### src/core/krgc_regs.vh
// register map, field positions, reset values and timing for the keyboard reset/gate config
`ifndef KRGC_REGS_VH
`define KRGC_REGS_VH

// register indices; byte address is four times the index
`define KRGC_IDX_SELECT 8'hF0
`define KRGC_IDX_RSVD_LO 8'hF1
`define KRGC_IDX_RSVD_HI 8'hFF
`define KRGC_IDX_PORT92 8'h92
`define KRGC_IDX_STATUS 8'hE0

// select register fields
`define KRGC_SEL_POL_BIT 7
`define KRGC_SEL_P92_BIT 2
`define KRGC_SEL_GATE_BIT 1
`define KRGC_SEL_RST_BIT 0
`define KRGC_SEL_WMASK 8'h87
`define KRGC_SEL_RESET 8'h00

// fast port-92 register fields
`define KRGC_P92_GATE_BIT 1
`define KRGC_P92_RST_BIT 0
`define KRGC_P92_WMASK 8'h03
`define KRGC_P92_RESET 8'h00

// status register fields
`define KRGC_STA_GATE_BIT 0
`define KRGC_STA_RST_BIT 1
`define KRGC_STA_PORT_BIT 2

// reset pulse timing
`define KRGC_CLK_MHZ 200
`define KRGC_RST_PULSE_NS 500
`define KRGC_RST_PULSE_CYC ((`KRGC_RST_PULSE_NS * `KRGC_CLK_MHZ + 999) / 1000)
`define KRGC_CNT_W 8

`endif

### src/core/krgc_sync2.v
// two flip-flop synchroniser for pin inputs
`timescale 1ns/1ps
module krgc_sync2 #(
	parameter W = 1
) (
	// clock and reset
	input wire mclk_in,
	input wire rst_in,
	// raw and synchronised levels
	input wire [W-1:0] async_in,
	output reg [W-1:0] sync_out
);
	reg [W-1:0] meta_r;

	always @(posedge mclk_in or posedge rst_in) begin
		if (rst_in) begin
			meta_r <= {W{1'b0}};
			sync_out <= {W{1'b0}};
		end else begin
			meta_r <= async_in;
			sync_out <= meta_r;
		end
	end
endmodule // krgc_sync2

### src/core/krgc_top.v
// keyboard reset and address-line-20 gate configuration block with apb access
//
// Behaviour
// select bit 7 sets keyboard port output polarity: 0 active low, 1 active high
// select bit 2 set enables fast port-92 function, cleared disables it
// bit 1 picks gate control, bit 0 reset control: 0 software, 1 hardware
// indices 0xF1 to 0xFF are reserved and read as zero
// select register clears on reset; bits 6 to 3 always read zero
`timescale 1ns/1ps
`include "krgc_regs.vh"
module krgc_top (
	// clock and reset
	input wire mclk_in,
	input wire rst_in,
	// apb slave
	input wire psel_in,
	input wire penable_in,
	input wire pwrite_in,
	input wire [11:0] paddr_in,
	input wire [31:0] pwdata_in,
	input wire [3:0] pstrb_in,
	output reg [31:0] prdata_out,
	output reg pready_out,
	output reg pslverr_out,
	// keyboard controller port levels (asynchronous pins)
	input wire kbd_port_output_bit_in,
	input wire ctl_address_line20_gate_in,
	input wire ctl_keyboard_system_reset_in,
	// hardware speed-up requests from host decode (same clock, one-cycle pulses)
	input wire hw_gate_set_in,
	input wire hw_gate_clr_in,
	input wire hw_reset_req_in,
	// outputs to the system
	output reg kbd_port_output_bit_out,
	output reg address_line20_gate_out,
	output reg keyboard_system_reset_out
);
	// pulse length in cycles, cut to the counter width on purpose
	localparam integer RST_CYC_FULL = `KRGC_RST_PULSE_CYC;
	localparam [`KRGC_CNT_W-1:0] RST_CYC = RST_CYC_FULL[`KRGC_CNT_W-1:0];

	reg [7:0] kbd_reset_gate_select_reg_r;
	reg [7:0] port92_r;
	reg hw_gate_r;
	reg [`KRGC_CNT_W-1:0] rst_cnt_r;
	reg [`KRGC_CNT_W-1:0] rst_cnt_nxt;
	reg [31:0] rdata_nxt;
	reg err_nxt;
	wire [2:0] pin_sync;
	wire port_bit_s;
	wire ctl_gate_s;
	wire ctl_rst_s;
	wire [9:0] idx;
	wire addr_ok;
	wire setup;
	wire wr_en;
	wire sel_pol;
	wire sel_p92;
	wire sel_gate;
	wire sel_rst;
	wire p92_rst_rise;
	wire gate_nxt;
	wire rst_nxt;
	wire port_nxt;
	wire sel_hit;
	wire rsvd_hit;
	wire p92_hit;
	wire sta_hit;
	wire sel_wr;
	wire p92_wr;
	wire pulse_req;
	wire [2:0] status_word;

	// pins are asynchronous: two flops before any logic reads them
	krgc_sync2 #(
		.W(3)
	) u_sync (
		.mclk_in(mclk_in),
		.rst_in(rst_in),
		.async_in({kbd_port_output_bit_in, ctl_address_line20_gate_in,
			ctl_keyboard_system_reset_in}),
		.sync_out(pin_sync)
	);

	assign port_bit_s = pin_sync[2];
	assign ctl_gate_s = pin_sync[1];
	assign ctl_rst_s = pin_sync[0];

	// bus decode: word index from byte address
	assign idx = paddr_in[11:2];
	assign addr_ok = (paddr_in[1:0] == 2'h0);
	assign setup = psel_in && !penable_in;
	assign wr_en = psel_in && penable_in && pready_out && pwrite_in && pstrb_in[0];

	// register decode; a misaligned byte address hits nothing
	assign sel_hit = addr_ok && (idx == {2'h0, `KRGC_IDX_SELECT});
	assign rsvd_hit = addr_ok && (idx >= {2'h0, `KRGC_IDX_RSVD_LO})
		&& (idx <= {2'h0, `KRGC_IDX_RSVD_HI});
	assign p92_hit = addr_ok && (idx == {2'h0, `KRGC_IDX_PORT92});
	assign sta_hit = addr_ok && (idx == {2'h0, `KRGC_IDX_STATUS});
	assign sel_wr = wr_en && sel_hit;
	assign p92_wr = wr_en && p92_hit;

	assign sel_pol = kbd_reset_gate_select_reg_r[`KRGC_SEL_POL_BIT];
	assign sel_p92 = kbd_reset_gate_select_reg_r[`KRGC_SEL_P92_BIT];
	assign sel_gate = kbd_reset_gate_select_reg_r[`KRGC_SEL_GATE_BIT];
	assign sel_rst = kbd_reset_gate_select_reg_r[`KRGC_SEL_RST_BIT];

	// status shows the registered outputs as the system sees them
	assign status_word = {kbd_port_output_bit_out, keyboard_system_reset_out,
		address_line20_gate_out};

	// read data and error, captured at the setup edge
	always @* begin
		rdata_nxt = 32'h0000_0000;
		err_nxt = 1'b0;
		if (!addr_ok) begin
			err_nxt = 1'b1;
		end else if (sel_hit) begin
			rdata_nxt = {24'h00_0000, kbd_reset_gate_select_reg_r};
		end else if (rsvd_hit) begin
			rdata_nxt = 32'h0000_0000;
		end else if (p92_hit) begin
			// port-92 reads back zero while the function is off
			rdata_nxt = {24'h00_0000, sel_p92 ? port92_r : 8'h00};
		end else if (sta_hit) begin
			rdata_nxt = {29'h0000_0000, status_word};
		end else begin
			err_nxt = 1'b1;
		end
	end

	// zero-wait apb answer: pready in the first access cycle
	always @(posedge mclk_in or posedge rst_in) begin
		if (rst_in) begin
			pready_out <= 1'b0;
			prdata_out <= 32'h0000_0000;
			pslverr_out <= 1'b0;
		end else begin
			pready_out <= setup;
			if (setup) begin
				prdata_out <= pwrite_in ? 32'h0000_0000 : rdata_nxt;
				pslverr_out <= err_nxt;
			end else if (pready_out) begin
				prdata_out <= 32'h0000_0000;
				pslverr_out <= 1'b0;
			end
		end
	end

	// select register; reserved bits never stored
	always @(posedge mclk_in or posedge rst_in) begin
		if (rst_in) begin
			kbd_reset_gate_select_reg_r <= `KRGC_SEL_RESET;
		end else if (sel_wr) begin
			kbd_reset_gate_select_reg_r <= pwdata_in[7:0] & `KRGC_SEL_WMASK;
		end
	end

	// fast port-92 register, writable only while enabled
	always @(posedge mclk_in or posedge rst_in) begin
		if (rst_in) begin
			port92_r <= `KRGC_P92_RESET;
		end else if (!sel_p92) begin
			port92_r <= `KRGC_P92_RESET;
		end else if (p92_wr) begin
			port92_r <= pwdata_in[7:0] & `KRGC_P92_WMASK;
		end
	end

	// a 0 to 1 write of the port-92 reset bit fires one reset pulse
	assign p92_rst_rise = sel_p92 && p92_wr
		&& pwdata_in[`KRGC_P92_RST_BIT] && !port92_r[`KRGC_P92_RST_BIT];
	assign pulse_req = (sel_rst && hw_reset_req_in) || p92_rst_rise;

	// hardware speed-up gate latch, set wins over clear
	always @(posedge mclk_in or posedge rst_in) begin
		if (rst_in) begin
			hw_gate_r <= 1'b0;
		end else if (hw_gate_set_in) begin
			hw_gate_r <= 1'b1;
		end else if (hw_gate_clr_in) begin
			hw_gate_r <= 1'b0;
		end
	end

	// reset pulse stretcher for hardware and port-92 requests
	always @* begin
		rst_cnt_nxt = rst_cnt_r;
		// a new request restarts the count rather than extending it
		if (pulse_req) begin
			rst_cnt_nxt = RST_CYC;
		end else if (rst_cnt_r != {`KRGC_CNT_W{1'b0}}) begin
			rst_cnt_nxt = rst_cnt_r - {{(`KRGC_CNT_W-1){1'b0}}, 1'b1};
		end
	end

	always @(posedge mclk_in or posedge rst_in) begin
		if (rst_in) begin
			rst_cnt_r <= {`KRGC_CNT_W{1'b0}};
		end else begin
			rst_cnt_r <= rst_cnt_nxt;
		end
	end

	// output steering
	// port-92 gate bit forces the gate open whichever source is selected
	assign gate_nxt = (sel_gate ? hw_gate_r : ctl_gate_s)
		| (sel_p92 & port92_r[`KRGC_P92_GATE_BIT]);
	assign rst_nxt = (rst_cnt_nxt != {`KRGC_CNT_W{1'b0}})
		| (!sel_rst & ctl_rst_s);
	assign port_nxt = sel_pol ? port_bit_s : !port_bit_s;

	always @(posedge mclk_in or posedge rst_in) begin
		if (rst_in) begin
			address_line20_gate_out <= 1'b0;
			keyboard_system_reset_out <= 1'b0;
			kbd_port_output_bit_out <= 1'b1;
		end else begin
			address_line20_gate_out <= gate_nxt;
			keyboard_system_reset_out <= rst_nxt;
			kbd_port_output_bit_out <= port_nxt;
		end
	end
endmodule // krgc_top

### config.mk
export PLATFORM = sky130hd
export DESIGN_NAME = krgc_top
export DESIGN_NICKNAME = d
export VERILOG_FILES = /design/src/core/krgc_sync2.v /design/src/core/krgc_top.v
export VERILOG_INCLUDE_DIRS = /design/src /design/src/core
export SDC_FILE = /design/constraint.sdc
export NUM_CORES = 1
export LEC_CHECK = 0
export BUFFER_PORTS_ARGS = -buffer_cell sky130_fd_sc_hd__buf_4
export CORE_MARGIN = 3
export CORE_UTILIZATION = 44
export CTS_CLUSTER_DIAMETER = 200
export DETAILED_ROUTE_END_ITERATION = 16
export GPL_TIMING_DRIVEN = 1
export PLACE_DENSITY_LB_ADDON = 0.12
export SYNTH_ARGS = -nofsm -noshare
export SYNTH_HDL_FRONTEND = slang
export SYNTH_SLANG_ARGS = --single-unit
### constraint.sdc
create_clock -name mclk_in -period 3.1 [get_ports mclk_in]
set_input_delay 0.62 -clock mclk_in [delete_from_list [all_inputs] [get_ports mclk_in]]
set_output_delay 0.62 -clock mclk_in [all_outputs]
set_load 0.01 [all_outputs]
=== Word-level counts from Yosys, hierarchy flattened ===
Index checks and enable logic that the tools add are counted.

* Flip-flop bits (word level): 64
* Latch bits: 0
* Memory bits (writable): 0
* Memory bits (read-only): 0
* Input bits: 59
* Logic and storage cells: 73
* Memories kept: 0

* $add $sub $neg: 1
* $mul: 0
* Divide/modulo/power cells: 0
* $lt $le $gt $ge: 2
* Equal/unequal tests: 4
* Shift operators: 0
* Mux-type cells: 24
* Bitwise gates (word level): 4
* Reduce and logical (&&, ||, !) cells: 26

{| class="wikitable"
|+ Operator list
! kind !! count
|-
| two-way mux 32 bit || 4
|-
| two-way mux 8 bit || 8
|-
| == test 10 x 8 -> 1 bit, second input constant || 3
|-
| logical AND 1 bit || 16
|-
| nonzero test 8 bit || 2
|-
| two-way mux 1 bit || 11
|-
| >= comparator 10 x 8 -> 1 bit, second input constant || 1
|-
| <= comparator 10 x 8 -> 1 bit, second input constant || 1
|-
| subtractor 8 x 1 -> 8 bit, second input constant || 1
|-
| zero test 1 bit || 4
|-
| nonzero test 2 bit || 2
|-
| two-way mux 3 bit || 1
|-
| bitwise AND 1 bit || 2
|-
| zero test 2 bit || 1
|-
| inequality test 2 x 1 -> 1 bit, second input constant || 1
|-
| OR 1 bit || 2
|-
| logical OR 1 bit || 1
|}

=== Longest topological paths before layout ===
Gate-level depths: netlist of run 1.

* Word-level depth: 12
* Mapped depth: 7
* Gate-level depth less buffers: 7

=== Cells and area by module ===
From an unflattened synthesis of run 1, not the netlist that was laid out.

* Cells, all modules: 168
* Area, all modules: 1725.4 um^2

{| class="wikitable"
|+ Modules (own cells, without submodules)
! module !! times used !! cells an instance !! area an instance (um^2) !! sequential area each (um^2)
|-
| krgc_top || 1 || 161 || 1571.5 || 601.8
|-
| krgc_sync2 || 1 || 7 || 153.9 || 150.1
|}

=== Least setup slack after synthesis of run 1 ===
Ideal clock, no wire load.

* Path kind: input -> register
* Start: in paddr_in[2]
* End: reg rst_cnt_r[1]
* Library setup time: 0.142 ns
* Arrival: 2.006 ns
* Data required time: 2.958 ns
* Setup slack: 0.952 ns
* Stages on the path: 5
* Path through: or3_1 -> nor4b_1 -> nand2_1 -> o41ai_4 -> nor3_1

* Cells in the longest elaborated chain, start to end: 8

{| class="wikitable"
|+ RTL lines
! item !! line !! text
|-
| start, declared || krgc_top.v:19 || <nowiki>input wire [11:0] paddr_in,</nowiki>
|-
| == test 10 x 8 -> 1 bit || krgc_top.v:99 || <nowiki>assign p92_hit = addr_ok && (idx == {2'h0, `KRGC_IDX_PORT92});</nowiki>
|-
| logical AND 1 bit || krgc_top.v:99 ||
|-
| logical AND 1 bit || krgc_top.v:102 || <nowiki>assign p92_wr = wr_en && p92_hit;</nowiki>
|-
| logical AND 1 bit (3 in series) || krgc_top.v:172 || <nowiki>assign p92_rst_rise = sel_p92 && p92_wr</nowiki>
|-
| logical OR 1 bit || krgc_top.v:174 || <nowiki>assign pulse_req = (sel_rst && hw_reset_req_in) || p92_rst_rise;</nowiki>
|-
| two-way mux 8 bit || krgc_top.v:191 || <nowiki>if (pulse_req) begin</nowiki>
|-
| net rst_cnt_nxt[1] || krgc_top.v:46 || <nowiki>reg [`KRGC_CNT_W-1:0] rst_cnt_nxt;</nowiki>
|-
| end signal, assigned || krgc_top.v:200 || <nowiki>rst_cnt_r <= {`KRGC_CNT_W{1'b0}};</nowiki>
|-
| end signal, assigned || krgc_top.v:202 || <nowiki>rst_cnt_r <= rst_cnt_nxt;</nowiki>
|-
| end, declared || krgc_top.v:45 || <nowiki>reg [`KRGC_CNT_W-1:0] rst_cnt_r;</nowiki>
|}

The timed path passes the listed nets, and every way through them passes these cells.
A chain may end at the register's enable or synchronous reset.

=== Final worst setup path of run 1 ===
* Start: reg rst_cnt_r[2]
* End: reg keyboard_system_reset_out

* Cells in the longest elaborated chain, start to end: 5
* Elaborated cells between the ends (all ways): 6

{| class="wikitable"
|+ RTL lines
! item !! line !! text
|-
| subtractor 8 x 1 -> 8 bit or nonzero test 8 bit (tied branches) || krgc_top.v:194, krgc_top.v:193 ||
|-
| two-way mux 8 bit * || krgc_top.v:193 || <nowiki>end else if (rst_cnt_r != {`KRGC_CNT_W{1'b0}}) begin</nowiki>
|-
| two-way mux 8 bit * || krgc_top.v:191 ||
|-
| nonzero test 8 bit * || krgc_top.v:210 || <nowiki>assign rst_nxt = (rst_cnt_nxt != {`KRGC_CNT_W{1'b0}})</nowiki>
|-
| OR 1 bit * || krgc_top.v:210 ||
|-
| net rst_nxt || krgc_top.v:63 || <nowiki>wire rst_nxt;</nowiki>
|-
| end signal, assigned || krgc_top.v:221 || <nowiki>keyboard_system_reset_out <= rst_nxt;</nowiki>
|-
| end, declared || krgc_top.v:36 || <nowiki>output reg keyboard_system_reset_out</nowiki>
|}

Mark *: on every way through the listed nets, which the timed path passes. The rest lies on a longest branch.

==> results of run 1 <==
-- metrics by stage --
stage               instance area [um^2]  worst slack [ps]
floorplan                           1780               952
global placement                    1910               538
detailed placement                  1910               521
CTS                                 2020               746
global route                        2020               580
finish                              2020               752
-- layout by cell type, fill, tap and decap left out, types with 2 or more instances in the layout --
cell,n
nand4_1,2
nand2_1,15
inv_1,9
ha_1,2
o21ai_0,8
mux2i_1,7
buf_4,38
xnor2_1,6
nor2b_1,5
and2b_2,2
clkbuf_8,5
nor3_1,5
conb_1,28
a31oi_1,2
o21bai_1,2
nand3_1,4
nor2_1,12
mux2_2,3
clkinvlp_4,2
dfrtp_1,29
a21o_1,3
a21oi_1,4
and3_1,2
-- layout make-up --
type | instances | share of cell area
Tap cell | 46 | 0.0285
Multi-Input combinational cell | 128 | 0.385
Sequential cell | 30 | 0.372
Timing Repair Buffer | 38 | 0.141
Inverter | 9 | 0.0167
Clock buffer | 5 | 0.0341
Clock inverter | 3 | 0.0223
-- power groups by stage --
stage / combinational, W / clock [W] / sequential (W)
4_1_cts: 0.000133 / 0.000405 / 0.000455
2_1_floorplan: 0.000110 / 0 / 0.000454
6_report: 0.000133 / 0.000395 / 0.000457
5_1_grt: 0.000150 / 0.000421 / 0.000460
3_3_place_gp: 0.000128 / 0 / 0.000458
3_5_place_dp: 0.000131 / 0 / 0.000462
-- routing by layer --
layer / track usage / part of all wire
met3: 0.0483 / 0.10
met2: 0.254 / 0.44
met5: 0 / 0
met1: 0.189 / 0.44
met4: 0.0670 / 0.016
-- cells by family after synthesis --
kind of cell	Yosys count
AOI/OAI and AO/OA	22
xor gates and xnor gates	6
adders and majority gates	2
buffers and inverters	39
DFF	30
muxes	10
other	1
and+or+nand+nor	60
-- worst max-delay path by stage --
stage / slack (ps) / cells past startpoint / to / startpoint
after floorplan: 950 / 5 / rst_cnt_r[1] / paddr_in[2]
after global placement: 540 / 6 / keyboard_system_reset_out / paddr_in[2]
after detailed placement: 520 / 6 / rst_cnt_r[4] / paddr_in[2]
after CTS: 750 / 5 / keyboard_system_reset_out / rst_cnt_r[2]
after global routing: 580 / 6 / rst_cnt_r[4] / paddr_in[2]
final: 750 / 5 / keyboard_system_reset_out / rst_cnt_r[2]
-- flip-flops by register name, indices dropped and copies added, names as in the netlist --
name                         flops
port92_r                         2
rst_cnt_r                        8
kbd_port_output_bit_out          1
pready_out                       1
kbd_reset_gate_select_reg_r      4
prdata_out                       4
u_sync.sync_out                  3
pslverr_out                      1
hw_gate_r                        1
address_line20_gate_out          1
keyboard_system_reset_out        1
u_sync.meta_r                    3
-- worst max-delay path, stage by stage (launching register included) --
cell and delay [ps]:
dfrtp_1 460, or4_4 600, nor3b_4 360, and2_4 220
a311oi_1 60, or4_1 520
==> impl_summary.md, run 1 <==
Timing
In the finished design, the share of the clock period the worst path needs comes to 0.757. The number of endpoints with negative hold slack in the final report is 0. The final-report max-slew violation count is 0. On the final layout, the worst hold slack is 356 ps.

In the final timing run, aggregate negative setup slack is 0 ps. The remaining max-slew budget at the tightest pin is 0.626. Derived from the worst setup path, the maximum achievable clock frequency is 426 MHz. Setup violations remaining at the end of the flow were counted as 0.

Setup repair after global routing left no endpoint under its margin. On the final layout, the worst clock skew is 4.77 ps. The minimum clock period after layout is 2350 ps. The slew at the pin with the worst max-slew slack is 560 ps.

Route
In the routed layout, each cell is associated on average with a via count of 4.81. For this run, design rule violations remaining after detail routing come to 0. The via count of the routed design is 1246. The average wire length per cell after detail routing is 12.6 um. The count of nets left with antenna violations once routing finished came out at 0. The detailed-router iteration count before antenna repair is 4.

The detailed router's first-iteration violation count is 35. The detailed-route wire length is 3250 um.

Power
The analysis attributes to net switching a power of 0.000263 W. After layout, the design draws a total of 0.000985 W. Of the total power, combinational logic draws 0.135.

Cell internal power was estimated by the tool at 0.000722 W. Of the total power, the clock network draws 0.401. The proportion of power drawn by flip-flops and latches is 0.464. The largest voltage drop on the vdd net is 0.300 mV. The leakage dissipation is 0.992 nW. The share of total power consumed by net switching is 0.267. In this run the power density over the cells is 488 nW/um^2.

Synthesis
The post-synthesis compound-gate area fraction came to 0.0931. The multiplexer share of the synthesized area is 0.0618. The synthesized-area fraction occupied by and/or/nand/nor cells is 0.199. Yosys instantiated no cell more often than dfrtp_1.

After synthesis the cells add up to 1680 um^2. The commonest cells after synthesis are dfrtp_1 (29), buf_4 (28), nand2_1 (15). The dominant combinational cell family by area after synthesis is simple AND/OR/NAND/NOR gates.

The average footprint of a synthesized cell is 9.88 um^2. Of the total synthesized cell area, the portion taken by full adders, half adders and majority gates is 0.0149. The share of the yosys chip area belonging to registers is 0.448. For this run, asynchronously set or reset flops after synthesis account for 1.00. The number of warnings reported in the yosys synthesis log is 0. The distinct cell type count after synthesis is 39. The number of enable flip-flop cells after synthesis is 0. In this run, synthesis produced a sequential element count of 30. Of the total synthesized cell area, the portion taken by XOR and XNOR cells is 0.0313. The most used flip-flop cell after synthesis is dfrtp_1. The leading area contributor after synthesis is dfrtp_1. The number of instances in the synthesized netlist is 170. The share of the synthesized area in the top cell type is 0.432.

Yosys attributes the largest share of cell area to dfrtp_1 (43%), buf_4 (13%), mux2i_1 (4.2%).

CTS
The clock root buffer master is clkbuf_8. TritonCTS created 5 clock buffers. The number of sinks driven by the clock tree is 30. The clock tree from TritonCTS is yes. The clock passes through at most 2 buffers.

The clock latency at the later pin of the worst-skew pair is 280 ps. Post-CTS timing repair inserted 0 buffers for setup. Clock-pin slew was measured on the worst setup and hold paths at 70 ps. The H-tree was split into 2 levels. The post-cts resize count is 0.

The hold buffer count at cts is 0.

Flow run
Max-cap violations in this run came to 0.

GRT
In the global route stage, overall resource usage came out at 0.156. The pin count of the biggest net entering global routing is 31. The initial antenna violation count is 0. The first global-routing pass estimated 5200 um of wire.

The number of global-route vias before repair is 1161. For this run the aggregate overflow at the end of global routing stands at 0.

Layout
The core utilization of the finished layout is 0.578. In the final layout, the multi-input gates occupy 777 um^2. Registers take 752 um^2.

In the final layout, the share of cells above drive strength 1 is 0.277. In the final design database the tool counted 273 nets. The finished layout holds 259 standard cells, fillers aside. Compared with the post-synthesis result, the final layout area differs by 20.3%. 0 antenna diodes ended up in the layout. Fill cells in the final layout number 293.

Critical path
The terminus of the critical flop-to-flop path is keyboard_system_reset_out. The worst setup path is launched from a flip-flop. The maximum net fanout on the critical path is 8. The worst setup path is of the reg -> reg kind. The worst setup path is captured at a flip-flop. STA puts the critical path data arrival time at 2500 ps. The worst register-to-register path begins at rst_cnt_r[2]. The slack of the worst reg-to-reg path is 750 ps.

The cell depth of the worst flop-to-flop path is 5. Data on the critical path is required at its endpoint by 3260 ps.

Hold path
The type of the most critical hold path is reg -> reg. The endpoint of the worst hold-timing path is u_sync.sync_out[1]. The worst hold path begins at u_sync.meta_r[1]. Counting instances, the worst hold path has a depth of 0.

Outcome
The flow ran to the end, and the final reports show no timing, DRC or antenna violations.

Placed design
The post-detailed-placement half-perimeter wirelength is 2440 um. Buffers placed on the I/O ports in this run total 36. The cell total after placement is 251. At the end of routability-driven placement, the weighted congestion stood at 0.808.

Die
The die width is 67.8 um. The floorplan has 21 rows. The top-level I/O count is 96.

The die covers 4590 um^2. For this configuration, the core starts out at a cell density of 0.480. In this run the standard cell core region covers 3490 um^2. The floorplan die height is 67.8 um.
Power figures use the tool's default switching activity.
==> run 2: changes to the inputs <==
- CORE_UTILIZATION: 44 -> 40
- clock period: 3.1 -> 1.91 ns (I/O delays scaled with it)
==> run 2 against run 1 <==
- the run now ends with setup timing left
- sequential power rose by 56%
- critical path depth did not move
- register-to-register slack got worse by 850 ps
- first-iteration DRC count rose by 66%
- largest power group unchanged
- clock skew rose by 5.6 ps
- non-clock buffer count rose by 20
- cell count rose by 8.5%
- maximum frequency rose by 17%
- utilization fell by 1.0 points
- highest routed layer unchanged
==> impl_summary.md, run 2 (same netlist as run 1, synthesis figures left out) <==
Power
The total internal power is 0.00112 W. Across the VDD grid, the largest voltage drop is 0.429 mV. The share of power burned in the clock network is 0.339.

For this design the ratio of total power to cell area is 705 nW/um^2. Total power for the finished layout comes to 0.00154 W. In this run the static leakage power is 1.10 nW. The proportion of power drawn by flip-flops and latches is 0.463. The power dissipated by switching net loads is 0.000419 W.

The share of total power consumed by net switching is 0.271. The share of total power dissipated in combinational logic is 0.198.

Die
In this run the core area contains 22 standard-cell rows. The top-level I/O count is 96. The die width is 70.8 um. The floorplan die height is 70.8 um. The placeable core area is 3850 um^2. The die footprint is 5010 um^2. The initial cell density of the core is 0.436.

CTS
The clock tree from TritonCTS is yes. Clock tree synthesis selected as its root buffer the cell clkbuf_8. The clock tree synthesis step divided the H-tree into 2 levels.

Clock latency on the worst-skew pair, taken at its later pin, is 280 ps. The number of buffers inserted during clock tree synthesis is 5. The longest clock path from root to sink contains 2 buffers.

Clock-pin slew was measured on the worst setup and hold paths at 70 ps. The number of sinks driven by the clock tree is 30. The hold buffer count at cts is 0.

Critical path
The required time at the worst-slack endpoint is 2050 ps. The critical path is of the reg -> reg type. Walking the worst path, the cells encountered are or4_4 -> nor3b_4 -> and2_4 -> a311oi_2 -> or4_1. The startpoint type of the worst setup path is a flip-flop. The maximum net fanout on the critical path is 3. The number of buffers and inverters on the critical path is 0. The endpoint type of the worst setup path is a flip-flop. On the worst path, the slowest cell contributes a delay of 580 ps. The slowest stage cell on the critical path is or4_4. The worst path arrival time is 2150 ps. The category of cells accounting for the largest share of critical-path delay is simple AND/OR/NAND/NOR gates.

Layout
The finished cells cover 2190 um^2. The net count reported at finish is 293. Leaving out fill and tap cells, the most frequent cells in the layout are buf_4 (58), dfrtp_1 (29), conb_1 (28). In the final layout, the share of cells above drive strength 1 is 0.369. The area added between synthesis and finish is 30.3%. The number of antenna repair diodes is 0. The non-filler instance count after layout is 281. The largest registers in the layout are rst_cnt_r (8), kbd_reset_gate_select_reg_r (4), prdata_out (4).

The register with the most flip-flops is rst_cnt_r. The most common cell after layout, fill and taps aside is buf_4. The number of flip-flops under the largest register name is 8.

Route
Across all layers, the routed design uses 1338 vias. In the routed layout, each cell is associated on average with a via count of 4.76. After detailed routing, the average wire length per cell comes to 12.3 um. Before antenna repair, the detailed router went through 4 iterations. For this block, the initial DRC count from the detailed router was 58.

The remaining number of nets flagged by the antenna check after routing is 0. The final layout contains routed wiring with a total length of 3470 um. After detailed routing, the number of remaining DRC violations is 0.

Placed design
After detailed placement, the design holds a cell count of 272. The number of buffer cells added on primary ports is 36. The placed standard-cell area is 2050 um^2. The post-detailed-placement half-perimeter wirelength is 2630 um. The weighted congestion at the end of routability-driven global placement is 0.794.

GRT
Entering global routing, the biggest net connects 31 pins. The total overflow left after global routing is 0. Across every metal layer, demand over resource in global routing totals 0.147. The initial antenna violation count is 0. The number of global-route vias before repair is 1287. The first-pass GRT wire length is 5930 um.

Timing
The minimum clock period after layout is 2010 ps. Setup repair after global routing could not meet its margin everywhere. Dividing the final minimum period by the clock period gives 1.05. The number of endpoints with negative hold slack in the final report came to 0. The aggregate negative setup slack is -98.2 ps. The maximum clock frequency is 498 MHz. The final-report max-slew violation count was 0. The post-route clock skew is 10.3 ps.

Final hold analysis gives a worst-case slack of 178 ps. Setup violations remaining at the end of the flow were counted as 1. Setup slack on the critical path of the routed design comes to -98.2 ps.

Outcome
The run finished, with violations left. The final reports fail on setup timing.

Flow run
The number of max-cap violations is 0.

Hold path
In this run the worst hold path is classified as in -> async.
-- run 2: area by class of cell --
type / count / area [um^2]
Clock inverter: 2 / 12.5
Clock buffer: 6 / 82.6
Inverter: 9 / 33.8
Sequential cell: 30 / 752
Tap cell: 48 / 60.1
Multi-Input combinational cell: 128 / 812
Timing Repair Buffer: 58 / 435
Fill cell: 360 / 1670
-- run 2: timing repair --
item                                    CTS  global route
endpoints found under the setup margin    1            11
hold endpoints to repair                  0             0
buffers inserted                          1             0
pin swaps                                 3             0
gates resized for setup                   0             8
-- run 2: through the flow --
| stage | util | setup slack, ps |
|---|---|---|
| global placement | 0.532 | -175 |
| finish | 0.568 | -98.2 |
| detailed placement | 0.532 | -232 |
| global route | 0.568 | -155 |
| floorplan | - | -233 |
| CTS | 0.559 | -91.1 |
-- run 2: path summary, 6_finish.rpt --
kind                       slack, ps                          from  depth (start not counted)                   endpoint
max in group asynchronous       1420                        rst_in                          3    kbd_port_output_bit_out
hold / removal                   180                        rst_in                          3    address_line20_gate_out
min in group mclk_in             210  ctl_keyboard_system_reset_in                          1           u_sync.meta_r[0]
hold reg to reg                  350              u_sync.meta_r[2]                          0         u_sync.sync_out[2]
setup / recovery                -100                  rst_cnt_r[2]                          5  keyboard_system_reset_out
setup reg to reg                -100                  rst_cnt_r[2]                          5  keyboard_system_reset_out
-- run 2: power groups by stage --
stage,Sequential [W],Clock [W],Combinational [W]
6_report,0.000714,0.000523,0.000306
4_1_cts,0.000715,0.000545,0.000288
5_1_grt,0.000720,0.000576,0.000347
3_3_place_gp,0.000724,0,0.000277
2_1_floorplan,0.000737,0,0.000178
3_5_place_dp,0.000725,0,0.000287
-- run 2: routing by layer --
layer | part of all wire | vias to the layer above | wire, um | global-route usage
met5 | 0 | - | 0 | 0
met4 | 0.010 | 0 | 36 | 0.0501
met3 | 0.10 | 4 | 347 | 0.0511
met2 | 0.46 | 56 | 1600 | 0.227
met1 | 0.43 | 637 | 1490 | 0.194
li1 | - | 641 | - | -
-- run 2: worst reg2reg max path, cell delays in order (launching register included) --
cell	delay, ps
dfrtp_1	370
or4_4	580
nor3b_4	200
and2_4	180
a311oi_2	40
or4_1	510
